### config.mk
export PLATFORM = sky130hd
export DESIGN_NAME = drive_fieldbus_register_map
export DESIGN_NICKNAME = d
export VERILOG_FILES = /design/src/rtl/drive_regs_pkg.sv /design/src/rtl/param_store.sv /design/src/rtl/drive_fieldbus_register_map.sv
export SDC_FILE = /design/constraint.sdc
export NUM_CORES = 2
export LEC_CHECK = 0
export ABC_AREA = 0
export BUFFER_PORTS_ARGS = -buffer_cell sky130_fd_sc_hd__buf_2
export CAP_MARGIN = 5
export CORE_MARGIN = 2
export CORE_UTILIZATION = 35
export CTS_CLUSTER_DIAMETER = 120
export DETAILED_ROUTE_END_ITERATION = 8
export GPL_TIMING_DRIVEN = 0
export HOLD_SLACK_MARGIN = 0.12
export PLACE_DENSITY = 0.56
export REMOVE_ABC_BUFFERS = 1
export SYNTH_ARGS = -nofsm -noshare
export SYNTH_HDL_FRONTEND = slang
export SYNTH_SLANG_ARGS = --single-unit
### constraint.sdc
create_clock -name clk_i -period 14.49 [get_ports clk_i]
set_clock_uncertainty 0.1 [all_clocks]
set_input_delay 1.449 -clock clk_i [delete_from_list [all_inputs] [get_ports clk_i]]
set_output_delay 1.449 -clock clk_i [all_outputs]
set_load 0.05 [all_outputs]
### src/rtl/drive_regs_pkg.sv
// Register map, field layout and code constants of the drive fieldbus register bank
package drive_regs_pkg;

  // Holding register numbers of the fixed map
  localparam logic [15:0] REG_CONTROL      = 16'h0001;
  localparam logic [15:0] REG_SETPOINT     = 16'h0002;
  localparam logic [15:0] REG_RAMP         = 16'h0004;
  localparam logic [15:0] REG_STATUS       = 16'h0006;
  localparam logic [15:0] REG_OUT_FREQ     = 16'h0007;
  localparam logic [15:0] REG_OUT_CURRENT  = 16'h0008;
  localparam logic [15:0] REG_INPUT_PINS   = 16'h000B;
  localparam logic [15:0] REG_ANALOG_ONE   = 16'h0014;
  localparam logic [15:0] REG_ANALOG_TWO   = 16'h0015;
  localparam logic [15:0] REG_SPEED_REF    = 16'h0016;
  localparam logic [15:0] REG_BUS_VOLTAGE  = 16'h0017;
  localparam logic [15:0] REG_HEATSINK     = 16'h0018;

  // Highest register that the multiple write may target
  localparam logic [15:0] MULTI_LAST_REG   = 16'h0004;

  // User parameters sit at a fixed base above their number
  localparam logic [15:0] PARAM_BASE       = 16'h0080;
  localparam logic [15:0] PARAM_FIRST      = 16'h0004;
  localparam logic [15:0] PARAM_LAST       = 16'h003C;
  localparam int          PARAM_COUNT      = 57;
  localparam int          PARAM_IDX_W      = 6;

  // Control word bit positions
  localparam int          CTL_RUN_BIT      = 0;
  localparam int          CTL_DECEL_BIT    = 1;
  localparam int          CTL_RESET_BIT    = 2;
  localparam int          CTL_COAST_BIT    = 3;
  localparam int          CTL_BITS         = 4;

  // Status word field positions
  localparam int          STAT_ERR_LSB     = 0;
  localparam int          STAT_STATE_LSB   = 8;

  // Drive state codes in the status high byte
  localparam logic [1:0]  STATE_STOPPED    = 2'h0;
  localparam logic [1:0]  STATE_RUNNING    = 2'h1;
  localparam logic [1:0]  STATE_TRIPPED    = 2'h2;

  // Reset values of the writable registers
  localparam logic [3:0]  CTL_RESET_VAL    = 4'h0;
  localparam logic [15:0] SETPOINT_RESET   = 16'h0000;
  localparam logic [15:0] RAMP_RESET       = 16'h0000;
  localparam logic [15:0] PARAM_RESET      = 16'h0000;

  // Function codes served by the bank
  localparam logic [7:0]  FUNC_READ        = 8'h03;
  localparam logic [7:0]  FUNC_WRITE_ONE   = 8'h06;
  localparam logic [7:0]  FUNC_WRITE_MANY  = 8'h10;

  // Exception codes of the answer
  localparam logic [7:0]  EXC_NONE         = 8'h00;
  localparam logic [7:0]  EXC_FUNC         = 8'h01;
  localparam logic [7:0]  EXC_ADDR         = 8'h02;

endpackage

### src/rtl/param_store.sv
// Flip-flop store of the user-configurable drive parameters
`timescale 1ns/1ns
module param_store
  import drive_regs_pkg::*;
(
  input  wire logic                   clk_i,
  input  wire logic                   rst_n_i,
  input  wire logic                   wr_en_i,
  input  wire logic [PARAM_IDX_W-1:0] wr_idx_i,
  input  wire logic [15:0]            wr_data_i,
  input  wire logic [PARAM_IDX_W-1:0] rd_idx_i,
  output logic      [15:0]            rd_data_o
);

  // One word per parameter, index 0 is the first user parameter
  logic [15:0] param_mem [PARAM_COUNT];

  // Write port; all words clear on reset so reads are never unknown
  always_ff @(posedge clk_i) begin
    if (!rst_n_i) begin
      for (int i = 0; i < PARAM_COUNT; i++) begin
        param_mem[i] <= PARAM_RESET;
      end
    end else if (wr_en_i) begin
      param_mem[wr_idx_i] <= wr_data_i;
    end
  end

  // Read port; indices past the last parameter read as the reset value
  always_comb begin
    rd_data_o = PARAM_RESET;
    if (int'(rd_idx_i) < PARAM_COUNT) begin
      rd_data_o = param_mem[rd_idx_i];
    end
  end

endmodule

### src/rtl/drive_fieldbus_register_map.sv
// Fieldbus holding-register bank of a motor drive
//
// Summary of operation
// - Control bit 0: clear stops, set enables run
// - Control bit 1 picks deceleration ramp one/two
// - Control bit 2 set requests fault reset
// - Control bit 3 set requests coast stop
// - Setpoint register counts tenths of a hertz
// - Ramp register counts hundredths of a second
// - Status low byte holds drive error code
// - Status high byte: stopped, running, tripped
// - Output frequency reads in tenths of hertz
// - Output current reads in tenths of ampere
// - Four digital inputs, input one lowest bit
// - Analog inputs read in tenths of percent
// - Speed reference reads in tenths of hertz
// - Bus volts and heatsink degrees read whole
// - Parameters 4..60 at register 128 plus number
// - Multiple write only for registers one to four
// - Link characters: start, eight data, stop
`timescale 1ns/1ns
module drive_fieldbus_register_map
  import drive_regs_pkg::*;
(
  input  wire logic        clk_i,
  input  wire logic        rst_n_i,
  // Decoded request, one register per request
  input  wire logic        req_valid_i,
  input  wire logic [7:0]  req_func_i,
  input  wire logic [15:0] req_reg_i,
  input  wire logic [15:0] req_data_i,
  // Answer, one cycle after each request
  output logic             rsp_valid_o,
  output logic             rsp_exc_o,
  output logic      [15:0] rsp_data_o,
  // Commands to the motor control
  output logic             run_enable_o,
  output logic             decel_sel_o,
  output logic             fault_reset_o,
  output logic             coast_stop_o,
  output logic      [15:0] speed_setpoint_o,
  output logic      [15:0] ramp_time_o,
  output logic             param_wr_o,
  output logic      [5:0]  param_num_o,
  output logic      [15:0] param_data_o,
  // Live state of the drive
  input  wire logic [7:0]  error_code_i,
  input  wire logic [1:0]  drive_state_i,
  input  wire logic [15:0] out_freq_i,
  input  wire logic [15:0] out_current_i,
  input  wire logic [3:0]  din_pins_i,
  input  wire logic [15:0] analog_one_display_param_i,
  input  wire logic [15:0] analog_two_display_param_i,
  input  wire logic [15:0] speed_ref_display_param_i,
  input  wire logic [15:0] bus_voltage_display_param_i,
  input  wire logic [15:0] temperature_display_param_i
);

  // True for a register number inside the user parameter window
  function automatic logic is_param(input logic [15:0] r);
    is_param = (r >= PARAM_BASE + PARAM_FIRST) && (r <= PARAM_BASE + PARAM_LAST);
  endfunction

  // True for a register the master may write
  function automatic logic is_writable(input logic [15:0] r);
    is_writable = (r == REG_CONTROL) || (r == REG_SETPOINT) || (r == REG_RAMP)
                  || is_param(r);
  endfunction

  // True for a register the master may read
  function automatic logic is_readable(input logic [15:0] r);
    case (r)
      REG_CONTROL, REG_SETPOINT, REG_RAMP, REG_STATUS, REG_OUT_FREQ,
      REG_OUT_CURRENT, REG_INPUT_PINS, REG_ANALOG_ONE, REG_ANALOG_TWO,
      REG_SPEED_REF, REG_BUS_VOLTAGE, REG_HEATSINK: is_readable = 1'b1;
      default: is_readable = is_param(r);
    endcase
  endfunction

  // Parameter store index from a register number
  function automatic logic [PARAM_IDX_W-1:0] param_idx(input logic [15:0] r);
    logic [15:0] d;
    d = r - (PARAM_BASE + PARAM_FIRST);
    param_idx = d[PARAM_IDX_W-1:0];
  endfunction

  logic [7:0]  exc_code;      // Exception of the present request
  logic        req_ok;        // Legal request taken this cycle
  logic        wr_ok;         // Legal write taken this cycle
  logic        ctl_hit;       // Write to the control word
  logic        sp_hit;        // Write to the speed setpoint
  logic        ramp_hit;      // Write to the ramp time
  logic        par_hit;       // Write to a user parameter
  logic [3:0]  ctl_reg;       // Stored control bits
  logic [3:0]  din_meta_reg;  // First synchroniser stage of the pins
  logic [3:0]  din_sync_reg;  // Pins safe to read
  logic [15:0] par_rd_data;   // Addressed parameter word
  logic [15:0] rd_next;       // Read data before the answer flop

  // Classify the request; anything illegal gets an exception code
  always_comb begin
    exc_code = EXC_NONE;
    case (req_func_i)
      FUNC_READ: begin
        if (!is_readable(req_reg_i)) begin
          exc_code = EXC_ADDR;
        end
      end
      FUNC_WRITE_ONE: begin
        if (!is_writable(req_reg_i)) begin
          exc_code = EXC_ADDR;
        end
      end
      FUNC_WRITE_MANY: begin
        // Multiple writes reach only the command registers
        if (!is_writable(req_reg_i) || req_reg_i > MULTI_LAST_REG) begin
          exc_code = EXC_ADDR;
        end
      end
      default: begin
        exc_code = EXC_FUNC;
      end
    endcase
  end

  // Write strobes gated by legality so a refused write changes nothing
  assign req_ok   = req_valid_i && (exc_code == EXC_NONE);
  assign wr_ok    = req_ok && (req_func_i != FUNC_READ);
  assign ctl_hit  = wr_ok && (req_reg_i == REG_CONTROL);
  assign sp_hit   = wr_ok && (req_reg_i == REG_SETPOINT);
  assign ramp_hit = wr_ok && (req_reg_i == REG_RAMP);
  assign par_hit  = wr_ok && is_param(req_reg_i);

  // Pins come from outside the clock domain: two flops before use
  always_ff @(posedge clk_i) begin
    if (!rst_n_i) begin
      din_meta_reg <= 4'h0;
      din_sync_reg <= 4'h0;
    end else begin
      din_meta_reg <= din_pins_i;
      din_sync_reg <= din_meta_reg;
    end
  end

  // Control word; upper bits are not stored and read as zero
  always_ff @(posedge clk_i) begin
    if (!rst_n_i) begin
      ctl_reg <= CTL_RESET_VAL;
    end else if (ctl_hit) begin
      ctl_reg <= req_data_i[CTL_BITS-1:0];
    end
  end

  // Command levels straight from the stored bits
  assign run_enable_o = ctl_reg[CTL_RUN_BIT];
  assign decel_sel_o  = ctl_reg[CTL_DECEL_BIT];
  assign coast_stop_o = ctl_reg[CTL_COAST_BIT];

  // Fault reset is an edge request: a pulse per write with the bit set,
  // so a bit left high does not hold the drive in reset
  always_ff @(posedge clk_i) begin
    if (!rst_n_i) begin
      fault_reset_o <= 1'b0;
    end else begin
      fault_reset_o <= ctl_hit && req_data_i[CTL_RESET_BIT];
    end
  end

  // Setpoint in tenths of a hertz, passed on unscaled
  always_ff @(posedge clk_i) begin
    if (!rst_n_i) begin
      speed_setpoint_o <= SETPOINT_RESET;
    end else if (sp_hit) begin
      speed_setpoint_o <= req_data_i;
    end
  end

  // Ramp time in hundredths of a second, passed on unscaled
  always_ff @(posedge clk_i) begin
    if (!rst_n_i) begin
      ramp_time_o <= RAMP_RESET;
    end else if (ramp_hit) begin
      ramp_time_o <= req_data_i;
    end
  end

  // User parameter words; number is register minus the base
  param_store u_param_store (
    .clk_i     (clk_i),
    .rst_n_i   (rst_n_i),
    .wr_en_i   (par_hit),
    .wr_idx_i  (param_idx(req_reg_i)),
    .wr_data_i (req_data_i),
    .rd_idx_i  (param_idx(req_reg_i)),
    .rd_data_o (par_rd_data)
  );

  // Tell the motor control which parameter changed
  always_ff @(posedge clk_i) begin
    if (!rst_n_i) begin
      param_wr_o   <= 1'b0;
      param_num_o  <= 6'h00;
      param_data_o <= PARAM_RESET;
    end else begin
      param_wr_o <= par_hit;
      if (par_hit) begin
        param_num_o  <= 6'(req_reg_i - PARAM_BASE);
        param_data_o <= req_data_i;
      end
    end
  end

  // Read multiplexer; live values are sampled in the request cycle
  always_comb begin
    rd_next = 16'h0000;
    case (req_reg_i)
      REG_CONTROL:     rd_next = {12'h000, ctl_reg};
      REG_SETPOINT:    rd_next = speed_setpoint_o;
      REG_RAMP:        rd_next = ramp_time_o;
      REG_STATUS: begin
        rd_next[STAT_ERR_LSB +: 8]   = error_code_i;
        rd_next[STAT_STATE_LSB +: 2] = drive_state_i;
      end
      REG_OUT_FREQ:    rd_next = out_freq_i;
      REG_OUT_CURRENT: rd_next = out_current_i;
      REG_INPUT_PINS:  rd_next = {12'h000, din_sync_reg};
      REG_ANALOG_ONE:  rd_next = analog_one_display_param_i;
      REG_ANALOG_TWO:  rd_next = analog_two_display_param_i;
      REG_SPEED_REF:   rd_next = speed_ref_display_param_i;
      REG_BUS_VOLTAGE: rd_next = bus_voltage_display_param_i;
      REG_HEATSINK:    rd_next = temperature_display_param_i;
      default: begin
        if (is_param(req_reg_i)) begin
          rd_next = par_rd_data;
        end
      end
    endcase
  end

  // Answer: read data, write echo, or exception code in the low byte
  always_ff @(posedge clk_i) begin
    if (!rst_n_i) begin
      rsp_valid_o <= 1'b0;
      rsp_exc_o   <= 1'b0;
      rsp_data_o  <= 16'h0000;
    end else begin
      rsp_valid_o <= req_valid_i;
      if (req_valid_i) begin
        rsp_exc_o <= (exc_code != EXC_NONE);
        if (exc_code != EXC_NONE) begin
          rsp_data_o <= {8'h00, exc_code};
        end else if (req_func_i == FUNC_READ) begin
          // Whole 16-bit words; the link framer splits each into 8-bit characters
          rsp_data_o <= rd_next;
        end else begin
          rsp_data_o <= req_data_i;
        end
      end
    end
  end

  // Checks on the command side

  run_enable_a: assert property (@(posedge clk_i) disable iff (!rst_n_i)
    ctl_hit |=> run_enable_o == $past(req_data_i[CTL_RUN_BIT]) [*1] ##1
      (run_enable_o == $past(run_enable_o) || $past(ctl_hit)))
    else $error("run enable does not follow control bit 0");

  decel_select_a: assert property (@(posedge clk_i) disable iff (!rst_n_i)
    ctl_hit |=> decel_sel_o == $past(req_data_i[CTL_DECEL_BIT]))
    else $error("deceleration select does not follow control bit 1");

  fault_pulse_a: assert property (@(posedge clk_i) disable iff (!rst_n_i)
    fault_reset_o |-> $past(ctl_hit) && $past(req_data_i[CTL_RESET_BIT])
      ##1 (!fault_reset_o || $past(ctl_hit)))
    else $error("fault reset pulse without a request");

  coast_stop_a: assert property (@(posedge clk_i) disable iff (!rst_n_i)
    ctl_hit |=> coast_stop_o == $past(req_data_i[CTL_COAST_BIT]))
    else $error("coast stop does not follow control bit 3");

  setpoint_store_a: assert property (@(posedge clk_i) disable iff (!rst_n_i)
    sp_hit |=> speed_setpoint_o == $past(req_data_i))
    else $error("speed setpoint not stored");

  ramp_store_a: assert property (@(posedge clk_i) disable iff (!rst_n_i)
    ramp_hit |=> ramp_time_o == $past(req_data_i))
    else $error("ramp time not stored");

  // Checks on the answer side and on parameter write reporting

  status_read_a: assert property (@(posedge clk_i) disable iff (!rst_n_i)
    req_valid_i && req_func_i == FUNC_READ && req_reg_i == REG_STATUS
      |=> rsp_valid_o && !rsp_exc_o
      && rsp_data_o == {6'h00, $past(drive_state_i), $past(error_code_i)})
    else $error("status word wrong");

  freq_read_a: assert property (@(posedge clk_i) disable iff (!rst_n_i)
    req_valid_i && req_func_i == FUNC_READ && req_reg_i == REG_OUT_FREQ
      |=> rsp_data_o == $past(out_freq_i))
    else $error("output frequency read wrong");

  pins_read_a: assert property (@(posedge clk_i) disable iff (!rst_n_i)
    req_valid_i && req_func_i == FUNC_READ && req_reg_i == REG_INPUT_PINS
      |=> rsp_data_o == {12'h000, $past(din_pins_i, 3)})
    else $error("digital input read wrong");

  param_write_a: assert property (@(posedge clk_i) disable iff (!rst_n_i)
    par_hit |=> param_wr_o && param_data_o == $past(req_data_i)
      && param_num_o == 6'($past(req_reg_i) - PARAM_BASE))
    else $error("parameter write not reported");

  multi_reject_a: assert property (@(posedge clk_i) disable iff (!rst_n_i)
    req_valid_i && req_func_i == FUNC_WRITE_MANY && req_reg_i > MULTI_LAST_REG
      |=> rsp_exc_o && rsp_data_o == {8'h00, EXC_ADDR} && !param_wr_o)
    else $error("multiple write beyond register four accepted");

  ro_reject_a: assert property (@(posedge clk_i) disable iff (!rst_n_i)
    req_valid_i && req_func_i != FUNC_READ && !is_writable(req_reg_i)
      |=> rsp_exc_o && $stable(speed_setpoint_o) && $stable(ramp_time_o)
      && $stable(ctl_reg))
    else $error("refused write changed stored state");

endmodule

; ---- Word level (Yosys, flattened, before mapping)
; Memories as Yosys holds them, arrays and structs flattened.
; Cells that the tools add are included.
; W data, S select, Z words.
[word_totals]
reg_bits = 86
latch_bits = 0
ram_bits = 912
mem_bits_ro = 0
input_bits = 169
wordCells = 72
memories = 1
[classes]
n_addsub = 2
n_mul = 0
n_div = 0
order_cmp = 4
n_eq_ne = 16
shifts = 0
n_mux = 19
n_bitwise = 0
reduce_logical = 18
[mem_list]
columns = memory, words, word_bits, read_ports, rd_ports_with_merged_regs, wr, line_no
row1 = u_param_store.param_mem, 57, 16, 1, 0, 57, param_store.sv:16  ; logic [15:0] param_mem [PARAM_COUNT];
[ops]
columns = op, n
row1 = $pmux W10 S12, 1
row2 = $eq A16 B5 Y1 const B, 5
row3 = $mux W16, 5
row4 = $pmux W6 S10, 1
row5 = $eq A16 B3 Y1 const B, 3
row6 = $eq A16 B4 Y1 const B, 2
row7 = $pmux W8 S3, 1
row8 = $eq A16 B1 Y1 const B, 1
row9 = $eq A16 B2 Y1 const B, 1
row10 = $ge A16 B8 Y1 const B, 1
row11 = $gt A16 B3 Y1 const B, 1
row12 = $le A16 B8 Y1 const B, 1
row13 = $reduce_or A16 Y1, 1
row14 = $reduce_or A12 Y1, 1
row15 = $eq A8 B2 Y1 const B, 1
row16 = $eq A8 B3 Y1 const B, 1
row17 = $eq A8 B5 Y1 const B, 1
row18 = $logic_and A1 B1 Y1, 8
row19 = $logic_not A8 Y1, 1
row20 = $ne A8 B2 Y1 const B, 1
row21 = $reduce_bool A8 Y1, 1
row22 = $mux W1, 7
row23 = $lt A6 B6 Y1 const B, 1
row24 = $mux W2, 3
row25 = 6 further kinds, 9

; ---- Depth between registers and ports, before layout
[logic_depth]
word_depth = 17
ltp_mapped = 16
depth_no_buf = 9

; ---- By module
; From an unflattened synthesis, not the netlist that was laid out.
[unflattened]
hier_cells = 3618
hier_area_um2 = 51135.3
[modules_own_cells]
columns = module, instances, cells_per_inst, area_each_um2, seq_area_each_um2
row1 = param_store, 1, 2983, 46135.5, 30569.3
row2 = drive_fieldbus_register_map, 1, 635, 4999.8, 1721.7

; ---- Worst setup path before layout
; Ideal clock, no wire load.
[synth_timing]
path_kind = input -> register
from = in req_reg_i[2]
to = mem u_param_store.param_mem[48][0] (enable)
setup_ns = 0.411
arrival_ns = 5.210
required_ns = 13.979
setup_slack_ns = 8.769
stages = 12
path_buffers = 5
cell_sequence = buf_2 inv_1 clkbuf_1 clkbuf_1 clkbuf_1 ha_1 nand2b_1 o211a_1 nor2_1 nand3_4 buf_4 o21ai_0
[synth_lines]
columns = item, line_no
row1 = "start, declared", drive_fieldbus_register_map.sv:30  ; input wire logic [15:0] req_reg_i,
row2 = "end, declared", param_store.sv:16

; ---- Worst setup path after layout
[layout_timing]
from = in req_reg_i[2]
to = reg rsp_data_o[3]
[layout_between]
elab_chain_cells = 10
word_cells_on_any_way = 37
cone_classes = add/sub: 1 / order compare: 4 / eq/ne: 12 / mux: 11 / reduce/logical: 8 / memory: 1
[layout_lines]
columns = item, line_no
row1 = branches (longest 9 deep; another with $mem_v2 Z57 W16), -
row2 = $mux W16 (*), drive_fieldbus_register_map.sv:250  ; if (exc_code != EXC_NONE) begin
row3 = "end signal, assigned", drive_fieldbus_register_map.sv:251  ; rsp_data_o <= {8'h00, exc_code};
row4 = "end signal, assigned", drive_fieldbus_register_map.sv:254  ; rsp_data_o <= rd_next;
row5 = "end signal, assigned", drive_fieldbus_register_map.sv:256  ; rsp_data_o <= req_data_i;
row6 = "end, declared", drive_fieldbus_register_map.sv:35  ; output logic [15:0] rsp_data_o,
; Every way passes the cells marked *. The select of a mux whose other input is x is not followed.
; A chain may end at the register's enable or synchronous reset.

==> impl_metrics.tcl <==
set metrics [dict create \
    status "finished with violations" \
    failed_checks "slew limit" \
    ctsResizeCount 0 \
    overflow 0 \
    clock_latency_ns 0.73 \
    slowest_delay_ns 1.05 \
    grt_pass1_vias 31000 \
    synth_top_area_cell "edfxtp_1" \
    worstSetupEndpointType "register" \
    cap_viol_max_count 0 \
    postPlaceCellArea_um2 55480 \
    synth_edf_count 1024 \
    cts_sinks 1110 \
    num_vias 32160 \
    cp-start-kind "input port" \
    drc 0 \
    path_cells "buf_4 > inv_4 > buf_16 > ha_2 > inv_2 > nand3_1 > a21oi_1 > a2111oi_0 > o2111ai_1 > a22oi_1" \
    finalSetupViolations 0 \
    grt_pass1_wl_um 236400 \
    hold_buffers 0 \
    postCtsSetupRepairBufs 0 \
    hp-class "reg -> reg" \
    port_buffers 245 \
    grt_usage 0.2247 \
    ys_warn_count 0 \
    core_area_um2 145200 \
    path_delay_family "compound AO/OA/AOI/OAI gates" \
    die_y_um 385.9 \
    p_per_area_nw_per_um2 121.1 \
    ant_nets 0 \
    clkTransAtPathRegs_ns 0.06 \
    postSynthCellCount 3670 \
    syn_area_um2 51050 \
    yosysTopAreaCellShare 0.6023 \
    ys_seq_area_frac 0.6361 \
    drt-vias-per-instance 5.517 \
    slew_headroom -0.004698 \
    clockBufferDepth 3 \
    largest_register_ffs 1024 \
    whs_path_depth 1 \
    synth_top_flop_cell "edfxtp_1" \
    synth.area.top_cells "edfxtp_1, and2_1, mux4_2" \
    setup_slack_ns 7.835 \
    areaGrowthSynthToFinish_pct 15.83 \
    ios 246 \
    dp_hpwl_um 110800 \
    die_x_um 385.9 \
    cts_buffers 116 \
    cts_htree_levels 3 \
    path_buf_inv 4 \
    crit_cells 10 \
    regMostFlops "u_param_store.param_mem" \
    arrival_ns 7.20 \
    post-place-ws_ns 7.369 \
    multiInputGateArea_um2 17510 \
    crit_type "in -> reg" \
    rows 140 \
    antenna_found_initial 13 \
    syn_area_per_cell_um2 13.91 \
    ir_drop_mv 0.1074 \
    worstMarginPinSlew_ns 1.507 \
    first_pass_iters 6 \
    routed_wl_um 169100 \
    final_util 0.4072 \
    drive_gt1_frac 0.2150 \
    slew_viol_final 8 \
    reg2reg_depth 6 \
    ys_ff_latch 1110 \
    ys_types 86 \
    final_area_um2 59130 \
    hold_violations 0 \
    dr.first_iter.drc_count 3733 \
    fillers 13250 \
    fmax_mhz 150.3 \
    slowest_stage "a2111oi_0" \
    synth-async-reset-ratio 0 \
    critical_path_required_ns 15.03 \
    final-seq-area_um2 32470 \
    start_util 0.3516 \
    post-route-period-util 0.4593 \
    path_max_fanout 55 \
    finalPower_mw 7.162 \
    setup-tns-final_ns 0 \
    place_congestion 0.9279 \
    cts_tree "yes" \
    dieArea_um2 148900 \
    p_leak_nw 20.50 \
    post_drt_wl_per_cell_um 29.02 \
    grt_max_degree 86 \
    rsz0062_at_grt "false" \
    fin_nets 3986 \
    period_needed_ns 6.655 \
    cts_root_buffer "clkbuf_16" \
]
[kinds of logic after synthesis]
family                   share of synthesized area
adder cells (fa/ha/maj)                   0.001471
flip-flops                                  0.6361
multiplexers                                0.1119
buffers and inverters                      0.02770
AO/OA/AOI/OAI                              0.06436
AND/OR/NAND/NOR                             0.1585
[synthesized netlist by cell type, drive strengths merged (4+ instances only)]
cell / number
nand3: 36
clkbuf: 227
a31oi: 7
edfxtp: 1024
nand2b: 7
a211oi: 12
a21oi: 87
nor3: 16
nor4: 8
o21ai: 122
or2: 5
nand2: 181
mux4: 180
a221oi: 22
ha: 6
buf: 94
o221ai: 7
mux2: 7
inv: 11
o211ai: 9
and3: 12
nor2b: 7
a311oi: 4
a2111oi: 4
a32oi: 9
o22ai: 13
o2111ai: 12
nor2: 160
a221o: 7
or4: 4
nand4: 17
a222oi: 17
a22oi: 97
mux2i: 158
a22o: 17
dfxtp: 86
and2: 931
o2bb2ai: 4
[worst register-to-register path, delay by kind of cell (launching register included)]
family             cells  cell delay, ns
AOI/OAI and AO/OA      5            2.89
DFF                    1            0.32
muxes                  1            0.06
[cells in the final DEF, fill, tap and decap left out, types with 8 or more instances in the layout]
master     Yosys  final
a211oi_1      11     11
a21oi_1       87     87
a221oi_1      21     21
a222oi_1      17     17
a22o_1        17     17
a22oi_1       97     97
a32oi_1        9      9
and2_1       931    931
and3_1        12     12
buf_16         0     23
buf_2         71    227
buf_4          7     16
buf_6          3     13
buf_8          0     58
clkbuf_1     219     24
clkbuf_16      0    121
clkinv_1       1     27
clkinv_2       0     19
dfxtp_1       86     86
edfxtp_1    1024   1024
mux2i_1      158    158
mux4_2       180    180
nand2_1      176    176
nand3_1       34     30
nand4_1       17     17
nor2_1       131    118
nor2_2        25     35
nor3_1        12      8
o2111ai_1     11     11
o211ai_1       9      9
o21ai_0      119     62
o21ai_2        0     57
o22ai_1       13     13
[layout make-up]
cell class | instances | area share
repair buffers | 344 | 0.05152
clock buffers | 154 | 0.05451
well taps | 1917 | 0.04056
flip-flops and latches | 1110 | 0.5491
inverters | 12 | 0.0008464
multi-input cells | 2227 | 0.2962
clock inverters | 60 | 0.007025
diodes | 5 | 0.0002116
[metal layers]
| layer | GRT usage | share of wire | up-vias | wire length (µm) |
|---|---|---|---|---|
| met2 | 0.3513 | 0.46 | 1466 | 77210 |
| li1 | - | - | 13940 | - |
| met3 | 0.05247 | 0.089 | 308 | 15040 |
| met5 | 0 | 0.00053 | - | 89 |
| met1 | 0.3070 | 0.42 | 16420 | 70410 |
| met4 | 0.07616 | 0.038 | 14 | 6391 |
[metrics by stage]
step	hold WS, ns	instances
6_report	0.3366	5829
3_3_place_gp	0.3207	5511
4_1_cts	0.3400	5824
5_1_grt	0.3592	5824
2_1_floorplan	0.3118	3349
3_5_place_dp	0.3258	5610
[worst paths after layout]
| kind | startpoint | to | slack [ns] |
|---|---|---|---|
| setup / recovery | req_reg_i[2] | rsp_data_o[3] | 7.83 |
| hold / removal | din_meta_reg[3] | din_sync_reg[3] | 0.34 |
| setup reg to reg | u_param_store.param_mem[19][3] | rsp_data_o[3] | 11.02 |
| hold reg to reg | din_meta_reg[3] | din_sync_reg[3] | 0.34 |
[report_power, final]
group | internal (mW) | switching, mW | leakage [nW] | total (mW)
sequential | 3.62 | 0.0349 | 10.4 | 3.65
combinational | 0.202 | 0.405 | 8.36 | 0.607
clock | 1.63 | 1.27 | 1.79 | 2.90
Note: power is estimated with default switching activity, not from simulation.
